[config.mk]
export PLATFORM = sky130hd
export DESIGN_NAME = cls_decode
export DESIGN_NICKNAME = d
export VERILOG_FILES = /design/src/cls_pkg.sv /design/src/cls_decode.sv /design/src/cls_load_extend.sv
export SDC_FILE = /design/constraint.sdc
export NUM_CORES = 1
export LEC_CHECK = 0
export ABC_CLOCK_PERIOD_IN_PS = 9250
export BUFFER_PORTS_ARGS = -buffer_cell sky130_fd_sc_hd__buf_2
export CAP_MARGIN = 30
export CORE_UTILIZATION = 56
export CTS_CLUSTER_DIAMETER = 30
export DETAILED_ROUTE_END_ITERATION = 10
export PLACE_DENSITY_LB_ADDON = 0.2
export SYNTH_ARGS = -nofsm -noshare
export SYNTH_HDL_FRONTEND = slang
export SYNTH_HIERARCHICAL = 1
export SYNTH_SLANG_ARGS = --single-unit
[constraint.sdc]
create_clock -name i_clk -period 9.25 [get_ports i_clk]
set_clock_uncertainty 0.05 [all_clocks]
set_input_delay 1.85 -clock i_clk [delete_from_list [all_inputs] [get_ports i_clk]]
set_output_delay 1.85 -clock i_clk [all_outputs]
set_load 0.005 [all_outputs]
[src/cls_pkg.sv]
// shared constants and carrier types for the compact load/store decoder
package cls_pkg;
   // ------------------------------------------------------------
   // instruction field layout
   // ------------------------------------------------------------
   localparam int DEST_LSB = 0;
   localparam int BASE_LSB = 3;
   localparam int INDEX_LSB = 6;
   localparam int PCDEST_LSB = 8;
   localparam int OFFS_LSB = 0;
   localparam int OFFS_W = 8;
   localparam int RIDX_W = 3;
   localparam int SEL_HI_BIT = 11;
   localparam int SEL_LO_BIT = 10;
   localparam int GROUP_BIT = 9;
   localparam logic [4:0] PC_LOAD_TOP = 5'h09;
   localparam logic [3:0] REG_GROUP_TOP = 4'h5;
   // ------------------------------------------------------------
   // address formation
   // ------------------------------------------------------------
   localparam logic [31:0] PC_AHEAD = 32'h0000_0004;
   localparam logic [31:0] PC_ALIGN_MASK = 32'hFFFF_FFFD;
   localparam int WORD_SHIFT = 2;
   // ------------------------------------------------------------
   // transfer sizes
   // ------------------------------------------------------------
   localparam logic [1:0] SIZE_BYTE = 2'h0;
   localparam logic [1:0] SIZE_HALF = 2'h1;
   localparam logic [1:0] SIZE_WORD = 2'h2;

   typedef enum logic [3:0] {
      OP_NONE,
      OP_PC_WORD_LOAD,
      OP_WORD_STORE,
      OP_BYTE_STORE,
      OP_WORD_LOAD,
      OP_BYTE_LOAD_UNSIGNED,
      OP_HALFWORD_STORE,
      OP_HALFWORD_LOAD_UNSIGNED,
      OP_BYTE_LOAD_SIGNED,
      OP_HALFWORD_LOAD_SIGNED
   } cls_op_type;

   typedef struct packed {
      logic req;
      logic we;
      logic [1:0] size;
      logic [31:0] addr;
      logic [31:0] wdata;
   } cls_mem_type;

   typedef struct packed {
      logic en;
      logic [2:0] idx;
      logic [31:0] data;
   } cls_wb_type;
endpackage : cls_pkg
[src/cls_decode.sv]
// decode and execute of compact pc-relative and register-offset transfers
`timescale 1ns/1ps
// Functional notes
// - pc load reads word at pc plus offset
// - offset field counts words, scaled by four
// - pc base is address plus four, bit1 cleared
// - address is base plus low index register
// - word store writes full source register
// - byte store writes one source byte
// - word load writes whole word to destination
// - byte load reads one byte to destination
// - bit9 selects sign group; bit11 selects sign extension in it
// - sign group address is base plus index
// - selectors zero stores low halfword
// - unsigned halfword load clears bits 31:16
// - signed byte load replicates bit 7
// - signed halfword load replicates bit 15
module cls_decode (
   input wire logic i_clk,
   input wire logic i_srst,
   input wire logic i_instr_valid,
   input wire logic [15:0] i_instr,
   input wire logic [31:0] i_instr_addr,
   input wire logic [31:0] i_rf_base_data,
   input wire logic [31:0] i_rf_index_data,
   input wire logic [31:0] i_rf_src_data,
   input wire logic i_mem_ack,
   input wire logic [31:0] i_mem_rdata,
   output logic o_ready,
   output logic [2:0] o_rf_base_idx,
   output logic [2:0] o_rf_index_idx,
   output logic [2:0] o_rf_src_idx,
   output cls_pkg::cls_mem_type o_mem,
   output cls_pkg::cls_wb_type o_wb,
   output logic o_done,
   output logic o_undecoded
);
   // ------------------------------------------------------------
   // state
   // ------------------------------------------------------------
   typedef enum logic [1:0] {ST_IDLE, ST_REGRD, ST_MEM} cls_state_type;

   cls_state_type state_r, state_nxt;
   cls_pkg::cls_op_type op_r, op_nxt, op_dec;
   logic [15:0] instr_r, instr_nxt;
   logic [31:0] pc_r, pc_nxt;
   logic [2:0] base_idx_r, base_idx_nxt;
   logic [2:0] index_idx_r, index_idx_nxt;
   logic [2:0] src_idx_r, src_idx_nxt;
   cls_pkg::cls_mem_type mem_r, mem_nxt;
   cls_pkg::cls_wb_type wb_r, wb_nxt;
   logic ready_r, ready_nxt;
   logic done_r, done_nxt;
   logic undec_r, undec_nxt;
   logic is_load;
   logic is_signed;
   logic [1:0] size_sel;
   logic [31:0] pc_base;
   logic [31:0] pc_offs;
   logic [31:0] ext_data;

   // ------------------------------------------------------------
   // decode
   // ------------------------------------------------------------
   always_comb begin
      op_dec = cls_pkg::OP_NONE;
      if (i_instr[15:11] == cls_pkg::PC_LOAD_TOP) begin
         op_dec = cls_pkg::OP_PC_WORD_LOAD;
      end else if (i_instr[15:12] == cls_pkg::REG_GROUP_TOP) begin
         unique case ({i_instr[cls_pkg::GROUP_BIT],
                       i_instr[cls_pkg::SEL_HI_BIT],
                       i_instr[cls_pkg::SEL_LO_BIT]})
            3'h0: op_dec = cls_pkg::OP_WORD_STORE;
            3'h1: op_dec = cls_pkg::OP_BYTE_STORE;
            3'h2: op_dec = cls_pkg::OP_WORD_LOAD;
            3'h3: op_dec = cls_pkg::OP_BYTE_LOAD_UNSIGNED;
            3'h4: op_dec = cls_pkg::OP_HALFWORD_STORE;
            3'h5: op_dec = cls_pkg::OP_HALFWORD_LOAD_UNSIGNED;
            3'h6: op_dec = cls_pkg::OP_BYTE_LOAD_SIGNED;
            3'h7: op_dec = cls_pkg::OP_HALFWORD_LOAD_SIGNED;
         endcase
      end
   end

   // transfer attributes of the latched operation
   always_comb begin
      is_load = 1'b1;
      is_signed = 1'b0;
      size_sel = cls_pkg::SIZE_WORD;
      unique case (op_r)
         cls_pkg::OP_WORD_STORE: is_load = 1'b0;
         cls_pkg::OP_BYTE_STORE: begin
            is_load = 1'b0;
            size_sel = cls_pkg::SIZE_BYTE;
         end
         cls_pkg::OP_HALFWORD_STORE: begin
            is_load = 1'b0;
            size_sel = cls_pkg::SIZE_HALF;
         end
         cls_pkg::OP_BYTE_LOAD_UNSIGNED: size_sel = cls_pkg::SIZE_BYTE;
         cls_pkg::OP_HALFWORD_LOAD_UNSIGNED: size_sel = cls_pkg::SIZE_HALF;
         cls_pkg::OP_BYTE_LOAD_SIGNED: begin
            is_signed = 1'b1;
            size_sel = cls_pkg::SIZE_BYTE;
         end
         cls_pkg::OP_HALFWORD_LOAD_SIGNED: begin
            is_signed = 1'b1;
            size_sel = cls_pkg::SIZE_HALF;
         end
         default: ;
      endcase
   end

   // ------------------------------------------------------------
   // address and data paths
   // ------------------------------------------------------------
   assign pc_base = (pc_r + cls_pkg::PC_AHEAD) & cls_pkg::PC_ALIGN_MASK;
   assign pc_offs = {22'h0, instr_r[cls_pkg::OFFS_LSB +: cls_pkg::OFFS_W],
                     2'h0};

   cls_load_extend u_ext (
      .i_size(size_sel),
      .i_signed(is_signed),
      .i_data(i_mem_rdata),
      .o_data(ext_data)
   );

   // ------------------------------------------------------------
   // sequencing
   // ------------------------------------------------------------
   always_comb begin
      state_nxt = state_r;
      op_nxt = op_r;
      instr_nxt = instr_r;
      pc_nxt = pc_r;
      base_idx_nxt = base_idx_r;
      index_idx_nxt = index_idx_r;
      src_idx_nxt = src_idx_r;
      mem_nxt = mem_r;
      wb_nxt = wb_r;
      wb_nxt.en = 1'b0;
      done_nxt = 1'b0;
      undec_nxt = 1'b0;
      ready_nxt = ready_r;
      unique case (state_r)
         ST_IDLE: begin
            if (i_instr_valid) begin
               if (op_dec == cls_pkg::OP_NONE) begin
                  undec_nxt = 1'b1;
               end else begin
                  op_nxt = op_dec;
                  instr_nxt = i_instr;
                  pc_nxt = i_instr_addr;
                  base_idx_nxt = i_instr[cls_pkg::BASE_LSB +: cls_pkg::RIDX_W];
                  index_idx_nxt = i_instr[cls_pkg::INDEX_LSB +: cls_pkg::RIDX_W];
                  src_idx_nxt = (op_dec == cls_pkg::OP_PC_WORD_LOAD) ?
                     i_instr[cls_pkg::PCDEST_LSB +: cls_pkg::RIDX_W] :
                     i_instr[cls_pkg::DEST_LSB +: cls_pkg::RIDX_W];
                  ready_nxt = 1'b0;
                  state_nxt = ST_REGRD;
               end
            end
         end
         ST_REGRD: begin
            mem_nxt.req = 1'b1;
            mem_nxt.we = ~is_load;
            mem_nxt.size = size_sel;
            if (op_r == cls_pkg::OP_PC_WORD_LOAD) begin
               mem_nxt.addr = pc_base + pc_offs;
            end else begin
               mem_nxt.addr = i_rf_base_data + i_rf_index_data;
            end
            // stores send data right aligned; zeros fill the unused upper bits
            unique case (size_sel)
               cls_pkg::SIZE_BYTE:
                  mem_nxt.wdata = {24'h0, i_rf_src_data[7:0]};
               cls_pkg::SIZE_HALF:
                  mem_nxt.wdata = {16'h0, i_rf_src_data[15:0]};
               default: mem_nxt.wdata = i_rf_src_data;
            endcase
            state_nxt = ST_MEM;
         end
         ST_MEM: begin
            if (i_mem_ack) begin
               mem_nxt.req = 1'b0;
               mem_nxt.we = 1'b0;
               wb_nxt.en = is_load;
               wb_nxt.idx = src_idx_r;
               wb_nxt.data = ext_data;
               done_nxt = 1'b1;
               ready_nxt = 1'b1;
               state_nxt = ST_IDLE;
            end
         end
      endcase
   end

   always_ff @(posedge i_clk) begin
      if (i_srst) begin
         state_r <= ST_IDLE;
         op_r <= cls_pkg::OP_NONE;
         instr_r <= 16'h0;
         pc_r <= 32'h0;
         base_idx_r <= 3'h0;
         index_idx_r <= 3'h0;
         src_idx_r <= 3'h0;
         mem_r <= '0;
         wb_r <= '0;
         ready_r <= 1'b1;
         done_r <= 1'b0;
         undec_r <= 1'b0;
      end else begin
         state_r <= state_nxt;
         op_r <= op_nxt;
         instr_r <= instr_nxt;
         pc_r <= pc_nxt;
         base_idx_r <= base_idx_nxt;
         index_idx_r <= index_idx_nxt;
         src_idx_r <= src_idx_nxt;
         mem_r <= mem_nxt;
         wb_r <= wb_nxt;
         ready_r <= ready_nxt;
         done_r <= done_nxt;
         undec_r <= undec_nxt;
      end
   end

   assign o_ready = ready_r;
   assign o_rf_base_idx = base_idx_r;
   assign o_rf_index_idx = index_idx_r;
   assign o_rf_src_idx = src_idx_r;
   assign o_mem = mem_r;
   assign o_wb = wb_r;
   assign o_done = done_r;
   assign o_undecoded = undec_r;
endmodule : cls_decode

[src/cls_load_extend.sv]
// load data extension: zero or sign fill by transfer size
`timescale 1ns/1ps
module cls_load_extend (
   input wire logic [1:0] i_size,
   input wire logic i_signed,
   input wire logic [31:0] i_data,
   output logic [31:0] o_data
);
   always_comb begin
      o_data = i_data;
      if (i_size == cls_pkg::SIZE_BYTE) begin
         o_data = {{24{i_signed & i_data[7]}}, i_data[7:0]};
      end else if (i_size == cls_pkg::SIZE_HALF) begin
         o_data = {{16{i_signed & i_data[15]}}, i_data[15:0]};
      end
   end
endmodule : cls_load_extend

# Yosys cells after proc, flatten, opt, wreduce, memory -nomap -nowiden
# Memory sizes are Yosys's and may differ from the RTL's.
# Index checks and enable logic that the tools add are counted.
dict set report totals {
  reg_bits 162
  mem_bits_ro 32
  input_bits 180
  output_inout_bits 116
  wordCells 84
  memories 1
}
dict set report op_classes {
  add_sub_neg 3
  eq_ne 17
  muxes 21
  bitwise 7
  n_reduce_logical 17
}
# name depth width read_ports rd_ports_with_merged_regs write_ports line_no
set memory_table {}
lappend memory_table {{(no name shown)} 8 4 1 0 0 cls_decode.sv:70} ;# unique case ({i_instr[cls_pkg::GROUP_BIT],
# op count
set ops {}
lappend ops {{32-bit 2-to-1 mux} 3}
lappend ops {{32-bit one-hot mux with 2 select lines} 1}
lappend ops {{32-bit by 10-bit adder with 32-bit output} 1}
lappend ops {{32-bit by 3-bit adder with 32-bit output (second input constant)} 1}
lappend ops {{32-bit adder} 1}
lappend ops {{4-bit by 3-bit == test with 1-bit output (second input constant)} 4}
lappend ops {{3-bit OR reduction} 5}
lappend ops {{4-bit by 1-bit == test with 1-bit output (second input constant)} 2}
lappend ops {{4-bit by 2-bit == test with 1-bit output (second input constant)} 2}
lappend ops {{4-bit == test (second input constant)} 2}
lappend ops {{4-bit 2-to-1 mux} 2}
lappend ops {{2-bit one-hot mux with 2 select lines} 2}
lappend ops {{1-bit 2-to-1 mux} 7}
lappend ops {{2-bit 2-to-1 mux} 3}
lappend ops {{2-bit inequality test (second input constant)} 3}
lappend ops {{2-bit one-hot mux with 3 select lines} 1}
lappend ops {{3-bit AND reduction} 2}
lappend ops {{5-bit by 4-bit == test with 1-bit output (second input constant)} 1}
lappend ops {{1-bit inverter} 5}
lappend ops {{2-bit by 1-bit == test with 1-bit output (second input constant)} 2}
lappend ops {{2-bit zero test} 2}
lappend ops {{4-bit zero test} 1}
lappend ops {{2-bit AND reduction} 2}
lappend ops {{4-bit AND reduction} 1}
lappend ops {{6 further kinds} 9}

# Longest topological paths before layout
# Gate-level depths: netlist of run 1.
dict set report depth {
  word_depth 7
  ltp_mapped 13
}

# By module
# The synthesis of run 1 kept the hierarchy.
# module instances cells_per_inst area_per_inst_um2 seq_area_each_um2
set modules_own_cells {}
lappend modules_own_cells {cls_decode 1 1073 8821.0 3123.0}
lappend modules_own_cells {cls_load_extend 1 66 385.4 0.0}

# Least setup slack after synthesis of run 1
# Ideal clock, no wire load.
dict set report synth_path {
  kind {input -> register}
  startpoint {input i_rf_base_data[0]}
  endpoint {register mem_r (netlist bit o_mem[56])}
  t_arrival_ns 4.410
  required_time_ns 9.088
  slack_ns 4.678
  cell_stages 12
  n_path_buf 0
  cell_sequence {ha_1 > inv_1 > fa_1 > nor2b_1 > o2111ai_1 > a31oi_1 > o21ai_0 > o31ai_1 > a2111oi_0 > nor3_1 > xnor2_1 > a2111oi_1}
}
dict set report synth_via {
  elab_chain_cells 2
}
# item line_no
set synth_rtl {}
lappend synth_rtl {{start, declared} cls_decode.sv:24} ;# input wire logic [31:0] i_rf_base_data,
lappend synth_rtl {{32-bit adder} cls_decode.sv:171} ;# mem_nxt.addr = i_rf_base_data + i_rf_index_data;
lappend synth_rtl {{32-bit 2-to-1 mux} cls_decode.sv:168} ;# if (op_r == cls_pkg::OP_PC_WORD_LOAD) begin
lappend synth_rtl {{end signal, assigned} cls_decode.sv:220} ;# mem_r <= mem_nxt;
lappend synth_rtl {{end, declared} cls_decode.sv:50} ;# cls_pkg::cls_mem_type mem_r, mem_nxt;
# No other way between the ends.
# A chain may end at the register's enable or synchronous reset.

# Worst setup path in the final report of run 1
# Same ends and word-level chain as after synthesis.

==> impl_summary.md, run 1 <==
Clocking
For this design, the CTS-stage hold fixing added 0 buffers. The clock-pin slew on the worst setup and hold paths is approximately 0.060 ns. The H-tree was split into 4 levels.

The library cell used as clock root buffer is sky130_fd_sc_hd__clkbuf_16. The insertion delay to the later sink of the worst-skew pair is 0.43 ns. Post-CTS timing repair inserted 0 buffers for setup.

The TritonCTS clock tree is done. The count of cells resized by post-cts repair is 0. Clock tree synthesis found a total of 156 sinks. Counting the buffers created by CTS gives 17.

The clock tree buffer depth is 2.

Cells and area
Cells with a size suffix above 1 make up a little over a quarter of the layout. The layout overhead on the synthesized area is 21.5%. The number of nets in the layout is about 1.6k. The library cell used most frequently in the layout, excluding fill and tap cells, is sky130_fd_sc_hd__buf_2. The final cell count without fillers is 1607. Leaving out fill and tap cells, the most frequent cells in the layout are sky130_fd_sc_hd__buf_2 (293), sky130_fd_sc_hd__nand2_1 (166), sky130_fd_sc_hd__dfxtp_1 (156).

The antenna cell count is 0. Cells fill a little over two thirds of the core in the end.

Setup path
The worst setup path is launched from a primary input. The peak fanout along the critical path is 5. The sum of buffers and inverters on the critical path is 2. The critical path is of the in -> reg type.

Tracing the worst setup path back leads to its startpoint at i_rf_base_data[0]. The worst endpoint data arrival time is ~5.1 ns. The slowest stage of the critical path belongs to the cell sky130_fd_sc_hd__o31ai_1. The critical path goes through buf_2 -> ha_1 -> inv_1 -> fa_1 -> nor2b_1 -> o2111ai_1 -> a31oi_1 -> o21ai_0 -> o31ai_1 -> a2111oi_0 -> nor3_1 -> xnor2_1 -> a2111oi_1. Data on the critical path is required at its endpoint by 9.50 ns. The kind of end point of the critical path is a flop. The family of cells with the greatest summed delay on the critical path is compound AO/OA/AOI/OAI gates. For this run, the slowest stage of the critical path takes about 0.66 ns.

The worst register-to-register path begins at pc_r[2].

Die
The floorplan die area is 17000 um2. The initial core utilization is between 50% and 60%. The floorplan has 46 rows. The die is between 100 and 150 um wide.

The floorplan step defined a core boundary enclosing around 16000 um2. The number of placed I/O pins is around 300. The floorplan step set the die height to approximately 130 um.

Global route
Global routing consumed, over all layers together, between 20 and 30% of the routing resources. The global-route wire length before repair is between 30000 and 40000 um. The number of global-route vias before repair is between 8k and 9k. The initial antenna violation count is 0. For this run the aggregate overflow at the end of global routing stands at 0. The largest net degree at the start of global routing is 74.

Power and ir drop
For this design the static power due to leakage is 0.00497 uW. The relative contribution of sequential cells to total power is a little under two fifths. The cell-internal power is 1490 uW.

For this design the total switching power over the nets is 764 uW. The worst-case IR drop observed on VDD is approximately 0.00014 V. Of the total power, combinational logic draws between 30% and 40%.

The relative contribution of the clock network to total power is between 30% and 40%. The switching part of the total is approximately 34%. Power spread over the standard cell area amounts to 201 nW/um2.

Flow run
The max capacitance violation total is 0.

Placement
At the end of routability-driven placement, the weighted congestion stood at a little over 0.9. At the placement stage, the worst setup path has a slack of 4.08 ns. The half-perimeter wire length after detailed placement is 19000 um. Including well taps, the total number of placed cells is 1575. During placement, the flow inserted port buffers numbering 294.

Route
The violation count after the first detailed-routing iteration is around 820. Dividing the detail-routed wire length by the instance count gives ~16 um. The number of vias per cell after detailed routing is between 5 and 6. The pre-antenna-repair detailed-routing pass consisted of 5 iterations. The number of remaining DRC errors is 0.

In this run the remaining antenna-violating nets after routing total 0. The total length of routed wires is 25600 um. The via count is 9188.

Timing
Summed over all failing endpoints, the final setup total negative slack is 0 ns. The worst relative slew slack is about 48%. The minimum clock period after layout is around 4.8 ns. For the pin with the worst max-slew slack, the measured transition is just under 0.8 ns. Once routing completed, OpenROAD measured the worst setup slack at roughly 4.5 ns. Dividing the final minimum period by the clock period gives between 50 and 60%. Setup repair after global routing left no endpoint under its margin. Derived from the worst setup path, the maximum achievable clock frequency is about 210 MHz.

The count of endpoints failing hold in the final timing report came to 0. Setup violations remaining at the end of the flow were counted as 0. The final count of pins violating max slew is 0.

Synth
The fraction of registers with async set or reset after synthesis is 0%. The number of enable flip-flop cells after synthesis is 0. Synthesis produced 1139 cells. Synthesis instantiated between 70 and 80 different standard cells from the library. The Yosys step of the flow raised 6 warnings.

For this run, the leading register cell type out of synthesis is sky130_fd_sc_hd__dfxtp_1. The total nets after synthesis is approximately 1.4k. The mean area per synthesized cell is approximately 8.1 um2. After synthesis, flip-flops and latches occupy about 34% of the total area. Summing every instance area after synthesis gives between 9000 and 10000 um2. The flip-flop and latch count after synthesis is between 150 and 200.

Worst hold path
The path class of the lowest-slack min-delay path is reg -> reg. The hold path startpoint is o_rf_index_idx[2].

Run status
The flow ran to the end, and the final reports show no timing, DRC or antenna violations.
==> routing by layer <==
metal	share of wire, %	up-vias	wire length, um	global-route usage, %
met4	1.8	0	466	9.17
li1	-	4554	-	-
met1	45	4252	11600	40.7
met3	6.7	29	1710	5.00
met5	0	-	0	0
met2	46	353	11800	46.7
==> cells by family (layout without fill, tap and decap cells) <==
family	count (synthesis)	count (layout)	share of synthesized area (%)
simple gates	425	425	21.6
compound gates	317	317	23.0
flops	156	156	33.9
buf+inv	102	354	5.79
xor+xnor	75	75	7.22
fa+ha+maj	47	47	6.55
mux	17	17	2.00
==> sequential cells by signal, indices dropped and copies added (netlist names) <==
register / flops
o_mem: 68
o_wb: 36
pc_r: 31
instr_r: 7
op_r: 4
o_rf_src_idx: 3
o_rf_index_idx: 2
state_r: 2
o_done: 1
o_ready: 1
o_undecoded: 1
==> stage by stage <==
step	cell area (um2)	power (uW)	hold WS, ns
after floorplan	9210	1300	0.386
after detailed placement	10600	1550	0.400
after CTS	11200	2250	0.411
after global routing	11200	2370	0.432
after global placement	10600	1540	0.393
final	11200	2250	0.410
==> Yosys cell counts (all sizes together), types with 6 or more instances <==
cell / instances / area, um2
a21oi: 85 / 425
nor4: 11 / 90.1
nand2: 166 / 623
inv: 19 / 71.3
nor3: 26 / 146
nand3: 31 / 168
a31oi: 8 / 50.1
dfxtp: 156 / 3120
a22o: 35 / 307
o21ai: 65 / 340
and2: 7 / 43.8
xnor2: 50 / 438
clkbuf: 54 / 233
buf: 28 / 216
a21o: 16 / 120
a211oi: 17 / 128
nand2b: 7 / 51.3
nor2b: 13 / 81.3
ha: 45 / 563
mux2i: 16 / 173
a22oi: 25 / 188
a2111oi: 7 / 68.8
or3: 6 / 38.8
nor2: 117 / 439
a311oi: 10 / 87.6
nand4: 21 / 153
xor2: 25 / 226
o211ai: 7 / 57.6
==> area by class of cell <==
| class | count | area, um2 |
|---|---|---|
| Inverter | 19 | 71.3 |
| Tap cell | 216 | 270 |
| Timing Repair Buffer | 304 | 1560 |
| Fill cell | 1374 | 4760 |
| Sequential cell | 156 | 3120 |
| Multi-Input combinational cell | 881 | 5570 |
| Clock inverter | 14 | 158 |
| Clock buffer | 17 | 425 |
==> power by group through the flow <==
stage | Clock [uW] | Combinational [uW] | Sequential [uW]
2_1_floorplan | 0 | 429 | 871
3_3_place_gp | 0 | 667 | 869
3_5_place_dp | 0 | 683 | 871
4_1_cts | 701 | 688 | 858
5_1_grt | 731 | 769 | 872
6_report | 694 | 694 | 861
==> path summary, 6_finish.rpt <==
check / end / slack (ns) / cells past startpoint
setup / recovery: o_mem[56] / 4.45 / 13
hold / removal: o_rf_index_idx[2] / 0.41 / 2
setup reg to reg: o_mem[61] / 5.38 / 12
hold reg to reg: o_rf_index_idx[2] / 0.41 / 2
==> worst register-to-register path, delay by kind of cell, from the launching register on <==
| family | cells | cell delay, ns |
|---|---|---|
| AO/OA/AOI/OAI | 5 | 1.38 |
| XOR/XNOR | 2 | 0.33 |
| adder cells (fa/ha/maj) | 2 | 0.62 |
| flip-flops | 1 | 0.44 |
| AND/OR/NAND/NOR | 3 | 0.91 |
(Power assumes the default switching activity.)
==> run 2, diff against run 1 <==
--- a/config.mk
+++ b/config.mk
@@ -5,10 +5,10 @@
 export SDC_FILE = /design/constraint.sdc
 export NUM_CORES = 1
 export LEC_CHECK = 0
-export ABC_CLOCK_PERIOD_IN_PS = 9250
+export ABC_CLOCK_PERIOD_IN_PS = 3900
 export BUFFER_PORTS_ARGS = -buffer_cell sky130_fd_sc_hd__buf_2
 export CAP_MARGIN = 30
-export CORE_UTILIZATION = 56
+export CORE_UTILIZATION = 47
 export CTS_CLUSTER_DIAMETER = 30
 export DETAILED_ROUTE_END_ITERATION = 10
 export PLACE_DENSITY_LB_ADDON = 0.2
==> constraint.sdc (replaced) <==
create_clock -name i_clk -period 3.9 [get_ports i_clk]
set_clock_uncertainty 0.05 [all_clocks]
set_input_delay 0.78 -clock i_clk [delete_from_list [all_inputs] [get_ports i_clk]]
set_output_delay 0.78 -clock i_clk [all_outputs]
set_load 0.005 [all_outputs]
==> impl_summary.md, run 2 (same netlist as run 1, synthesis figures left out) <==
Timing
The highest attainable clock frequency is about 280 MHz. Setup violations remaining at the end of the flow were counted as 0. Headroom to the max-slew limit came out at about 45%. The share of the clock period used by the worst path is a little over 90%. The slew at the pin with the worst max-slew slack is 0.828 ns. After layout, the minimum clock period comes to 3.63 ns.

The final count of pins violating max slew is 0. Setup repair after global routing left no endpoint under its margin. The post-route setup TNS is 0 ns. The count of endpoints failing hold in the final timing report was 0.

Clocking
Post-CTS timing repair inserted 0 buffers for setup. The root buffer cell chosen for the clock tree is sky130_fd_sc_hd__clkbuf_16. The count of cells resized by post-cts repair is 0. The clock-pin slew on the worst setup and hold paths is 0.07 ns. The TritonCTS clock tree is done.

The H-tree level count is 4. The later pin in the worst-skew pair is clocked with a latency of 0.43 ns. The number of hold buffers added after CTS is 0.

The tree built by TritonCTS fans out to roughly 160 sinks. The clock tree buffer depth is 2. The number of clock buffers added by TritonCTS is 17.

Setup path
The critical path goes through ha_1 -> nand3_1 -> xnor2_1 -> ha_1 -> o211ai_1 -> o21ai_0 -> o221a_2 -> o2111ai_1 -> buf_4 -> nor2_1 -> nand3_1 -> xnor2_1 -> nor2_1 -> a2111oi_0. The sum of buffers and inverters on the critical path is 1. The slowest stage of the critical path belongs to the cell sky130_fd_sc_hd__dfxtp_1. The startpoint-to-endpoint class of the critical path is reg -> reg. STA classifies the critical path startpoint as a flop. The data required time at the worst endpoint is slightly above 4 ns. STA classifies the critical path endpoint as a flop. In this run the critical register-to-register path is launched from pc_r[2]. The family of cells with the greatest summed delay on the critical path is compound AO/OA/AOI/OAI gates. In this run the worst setup path begins at pc_r[2]. The worst endpoint data arrival time is 3.88 ns. The peak fanout along the critical path is 7. The longest individual stage delay on the worst path is between 0.4 and 0.5 ns.

Placement
The count of input and output buffers is approximately 290. In this run, placement finished with an instance count of between 1.5k and 2k. At the end of routability-driven placement, the weighted congestion stood at 0.902.

Summed over all nets, the half-perimeter wirelength after detailed placement is about 20000 um. The cell area after placement is around 11000 um2.

Flow run
Across the run, the number of max-cap violations was 0.

Route
After the first detailed-routing iteration, the DRC count stood at approximately 510. The via count is 9081. After detailed routing, the number of remaining DRC violations is 0. The remaining antenna violation count is 0. The number of vias per cell after detailed routing is 5.46. In the final routed layout, each cell accounts on average for 15.6 um.

The total length of routed wires is roughly 26000 um. The first-pass iteration count of the detailed router is 5.

Die
The die width is 142 um. The initial core utilization is 48.6%. The chip height is between 100 and 150 um.

The area inside the core boundary is roughly 19000 um2. The row count is 50. The floorplan die area is 20200 um2. The number of placed I/O pins is between 200 and 300.

Cells and area
Fill cells in the final layout number approximately 1.8k. The post-route netlist has a little over a quarter of its cells at a drive strength greater than 1. Leaving out fill and tap cells, the most frequent cells in the layout are sky130_fd_sc_hd__buf_2 (293), sky130_fd_sc_hd__nand2_1 (166), sky130_fd_sc_hd__dfxtp_1 (156). The most common cell after layout, fill and taps aside is sky130_fd_sc_hd__buf_2. The number of nets in the layout is ~1.6k. The layout overhead on the synthesized area is 23.1%.

With fillers left out, the area of the finished cells amounts to 11300 um2. The register with the most flip-flops in the layout has between 60 and 70 of them. Leaving out filler cells and counting taps, the final layout contains 1664.

Run status
The run finished with clean final reports.

Global route
The global-route wire length before repair is 41100 um. The largest net degree at the start of global routing is 78. The global router's overall resource usage is 25.5%. The initial antenna violation count is 1. The global-route congestion overflow total is 0. The number of global-route vias before repair is between 8k and 9k.

Power and ir drop
Dividing total power by cell area gives a power density of 476 nW/um2. The worst IR drop on VDD is about 0.00029 V. The leakage power total is just over 0.005 uW.

Worst hold path
The worst hold path begins at o_rf_index_idx[2]. The path class of the lowest-slack min-delay path is reg -> reg.
==> run 2: tightest hold or removal path, stage by stage (launching register included) <==
cell and delay (ns):
sky130_fd_sc_hd__dfxtp_1 0.31, sky130_fd_sc_hd__nand2_1 0.05, sky130_fd_sc_hd__a21oi_1 0.05
==> run 2: power breakdown <==
part	internal [uW]	leakage, uW	switching, uW
clock network	938	0.000297	770
registers	1870	0.00127	173
logic	707	0.00347	934
==> run 2: worst paths after layout <==
path                             to  cells past startpoint  slack (ns)
hold / removal    o_rf_index_idx[2]                      2        0.41
setup reg to reg          o_mem[53]                     14        0.27
hold reg to reg   o_rf_index_idx[2]                      2        0.41
setup / recovery          o_mem[53]                     14        0.27
==> run 2: layout make-up <==
cell class	instances	area, um2	area share, %
Sequential cell	156	3120	27.5
Antenna cell	1	2.50	0.0221
Timing Repair Buffer	315	1630	14.4
Tap cell	260	325	2.87
Multi-Input combinational cell	881	5580	49.2
Inverter	19	71.3	0.629
Clock buffer	18	439	3.87
Clock inverter	14	165	1.46
==> run 2: routing by layer <==
layer	wire length [um]	part of all wire [%]	vias up	GRT usage [%]
met5	13	0.050	-	0
met4	443	1.7	2	7.24
met3	1880	7.2	34	5.11
met2	11600	44	332	40.3
met1	12100	47	4145	35.3
li1	-	-	4568	-
==> run 2: stage by stage <==
| step | setup WS [ns] | hold WS, ns | total power (uW) | utilization, % |
|---|---|---|---|---|
| finish | 0.268 | 0.410 | 5390 | 59.8 |
| CTS | 0.347 | 0.410 | 5420 | 59.8 |
| global route | 0.0278 | 0.433 | 5710 | 59.8 |
| detailed placement | 0.144 | 0.400 | 3700 | 56.6 |
| floorplan | 0.398 | 0.386 | 3080 | - |
| global placement | 0.188 | 0.394 | 3670 | 56.6 |
==> run 3, diff against run 2 <==
--- a/config.mk
+++ b/config.mk
@@ -6,7 +6,7 @@
 export NUM_CORES = 1
 export LEC_CHECK = 0
 export ABC_CLOCK_PERIOD_IN_PS = 3900
-export BUFFER_PORTS_ARGS = -buffer_cell sky130_fd_sc_hd__buf_2
+export BUFFER_PORTS_ARGS = -buffer_cell sky130_fd_sc_hd__buf_4
 export CAP_MARGIN = 30
 export CORE_UTILIZATION = 47
 export CTS_CLUSTER_DIAMETER = 30
==> impl_summary.md, run 3 (same netlist as run 1, synthesis figures left out) <==
Route
For this run, design rule violations remaining after detail routing come to 0. The pre-antenna-repair detailed-routing pass consisted of 5 iterations. The violation count after the first detailed-routing iteration is between 500 and 600. Dividing the detail-routed wire length by the instance count gives 16.2 um. The routed layout has 9182 vias.

The remaining antenna violation count is 0. The total length of routed wires is roughly 27000 um. The number of vias per cell after detailed routing is 5.53.

Power and ir drop
The cell-internal power is roughly 3600 uW. The relative contribution of the clock network to total power is between 20 and 30%. The switching power summed over all nets is between 1500 and 2000 uW. The worst IR drop on VDD is ~0.00034 V. The switching part of the total is between 30% and 40%. The total power per unit cell area is 457 nW/um2.

The relative contribution of sequential cells to total power is between 30% and 40%. In this run, the combinational gates consume 33.2% of the power. The leakage power total is 0.00515 uW.

Timing
The highest attainable clock frequency is roughly 270 MHz. The slew at the pin with the worst max-slew slack is slightly below 0.8 ns. The final count of pins violating max slew is 0. Setup repair after global routing left no endpoint under its margin.

The post-route setup TNS is 0 ns. Setup violations remaining at the end of the flow were counted as 0. The count of endpoints failing hold in the final timing report came to 0. The worst relative slew slack is about 49%. After layout, the worst path uses between 90% and 100% of the clock period. The minimum clock period after layout is 3.65 ns.

Setup path
The worst endpoint data arrival time is around 3.9 ns. Along the worst path, the maximum fanout reaches 7. The launching element type of the critical path is a flop. By startpoint and endpoint, the worst setup path is classified as reg -> reg. The register-to-register path setup slack is 0.25 ns. The kind of end point of the critical path is a flop. At the worst endpoint, the required time is around 4.2 ns.

Clocking
The root buffer cell chosen for the clock tree is sky130_fd_sc_hd__clkbuf_16. The H-tree was split into 4 levels. The clock drives 156 sinks.

TritonCTS built the clock tree. In this run the post-CTS setup repair buffer count came out at 0. The clock-pin slew on the worst setup and hold paths is ~0.07 ns. The count of cells resized by post-cts repair is 0. The insertion delay to the later sink of the worst-skew pair is 0.43 ns. Buffers inserted to repair hold after CTS numbered 0. The number of buffers added by the clock tree synthesis step is 17.

The clock tree buffer depth is 2.

Cells and area
The number of flip-flops in the largest register is 68. The layout overhead on the synthesized area is 30.4%. In the final layout, flip-flops and latches occupy 3120 um2.

In the layout the commonest cells are sky130_fd_sc_hd__buf_4 (313), sky130_fd_sc_hd__nand2_1 (166), sky130_fd_sc_hd__dfxtp_1 (156). In the final design database the tool counted roughly 1.6k nets. Leaving out fill and tap cells, the most frequent cell in the layout is sky130_fd_sc_hd__buf_4.

0 antenna diodes ended up in the layout. Of the cells placed in the final design, the portion with a size suffix greater than 1 is ~27%. The layout has between 1.5k and 2k filler cells. The multi-input combinational cells in the finished layout cover a total of around 5600 um2.

The final cell count without fillers is ~1.7k.

Global route
The global-route wire length before repair is ~43000 um. The global-route congestion overflow total is 0. In the global route stage, overall resource usage came out at between 20% and 30%. The number of global-route vias before repair was 8366. The initial antenna violation count came to 0. Entering global routing, the biggest net connects 75 pins.

Die
The initialized floorplan defines 50 standard-cell rows. The die width is 142 um. The die covers 20200 um2.

The number of placed I/O pins is 296. Once the floorplan was initialized, standard cells occupied about 49% of the core. The area inside the core boundary is 19000 um2. The die is 142 um tall.

Run status
The flow ran to the end, and the final reports show no timing, DRC or antenna violations.

Worst hold path
The path class of the lowest-slack min-delay path is reg -> reg.

Placement
The final weighted congestion in routability-driven placement is between 0.8 and 0.9. In this run, placement finished with an instance count of approximately 1.6k. Summed over all nets, the half-perimeter wirelength after detailed placement is just over 20000 um. The count of input and output buffers is just under 300.

Flow run
The max capacitance violation total is 0.
==> run 3: changes by cell type in the layout (fill, tap and decap cells not counted), moves of 2 or more <==
cell / delta
sky130_fd_sc_hd__buf_4: +291
sky130_fd_sc_hd__inv_8: -2
sky130_fd_sc_hd__buf_2: -293
sky130_fd_sc_hd__clkinvlp_4: +2
==> run 3: worst max-delay path, cell delays in order (launching register included) <==
cell and delay [ns]:
sky130_fd_sc_hd__dfxtp_1 0.44, sky130_fd_sc_hd__ha_1 0.26, sky130_fd_sc_hd__nand3_1 0.11, sky130_fd_sc_hd__xnor2_1 0.16
sky130_fd_sc_hd__ha_1 0.36, sky130_fd_sc_hd__o211ai_1 0.10, sky130_fd_sc_hd__o21ai_0 0.25, sky130_fd_sc_hd__o221a_2 0.26
sky130_fd_sc_hd__o2111ai_1 0.17, sky130_fd_sc_hd__nor4_1 0.59, sky130_fd_sc_hd__nand3_1 0.17, sky130_fd_sc_hd__xnor2_1 0.17
sky130_fd_sc_hd__a2111oi_0 0.41
==> run 3: worst paths after layout <==
| path | from | to | depth (start not counted) |
|---|---|---|---|
| min reg2reg | o_rf_index_idx[2] | o_rf_index_idx[2] | 2 |
| min | o_rf_index_idx[2] | o_rf_index_idx[2] | 2 |
| max reg2reg | pc_r[2] | o_mem[61] | 12 |
| max | pc_r[2] | o_mem[61] | 12 |
==> run 3: power groups by stage <==
stage	sequential [uW]	combinational [uW]	clock (uW)
2_1_floorplan	2060	1020	0
3_3_place_gp	2070	1780	0
3_5_place_dp	2080	1820	0
4_1_cts	2050	1830	1630
5_1_grt	2080	2020	1710
6_report	2050	1820	1610
==> run 3: cell type report <==
class                           count  share of cell area (%)
Multi-Input combinational cell    881                    46.4
Sequential cell                   156                    26.0
Timing Repair Buffer              313                    19.6
Clock buffer                       17                    3.54
Tap cell                          260                    2.71
Clock inverter                     15                    1.18
Inverter                           19                   0.594
==> run 3: routing by layer <==
layer / wire length, um / global-route usage [%] / share of wire, % / vias up
met5: 0 / 0 / 0 / -
li1: - / - / - / 4560
met4: 713 / 9.39 / 2.7 / 0
met1: 12300 / 35.7 / 46 / 4254
met2: 12200 / 42.1 / 45 / 323
met3: 1660 / 5.65 / 6.2 / 45
==> run 3: stage by stage <==
step	area [um2]	worst slack, ns	total power, uW	hold slack, ns	util, %
5_1_grt	12000	0.0363	5810	0.447	63.4
2_1_floorplan	9210	0.398	3080	0.386	-
3_5_place_dp	11400	0.0312	3900	0.406	60.4
4_1_cts	12000	0.323	5510	0.417	63.4
3_3_place_gp	11400	0.0975	3860	0.397	60.4
6_report	12000	0.254	5480	0.412	63.4
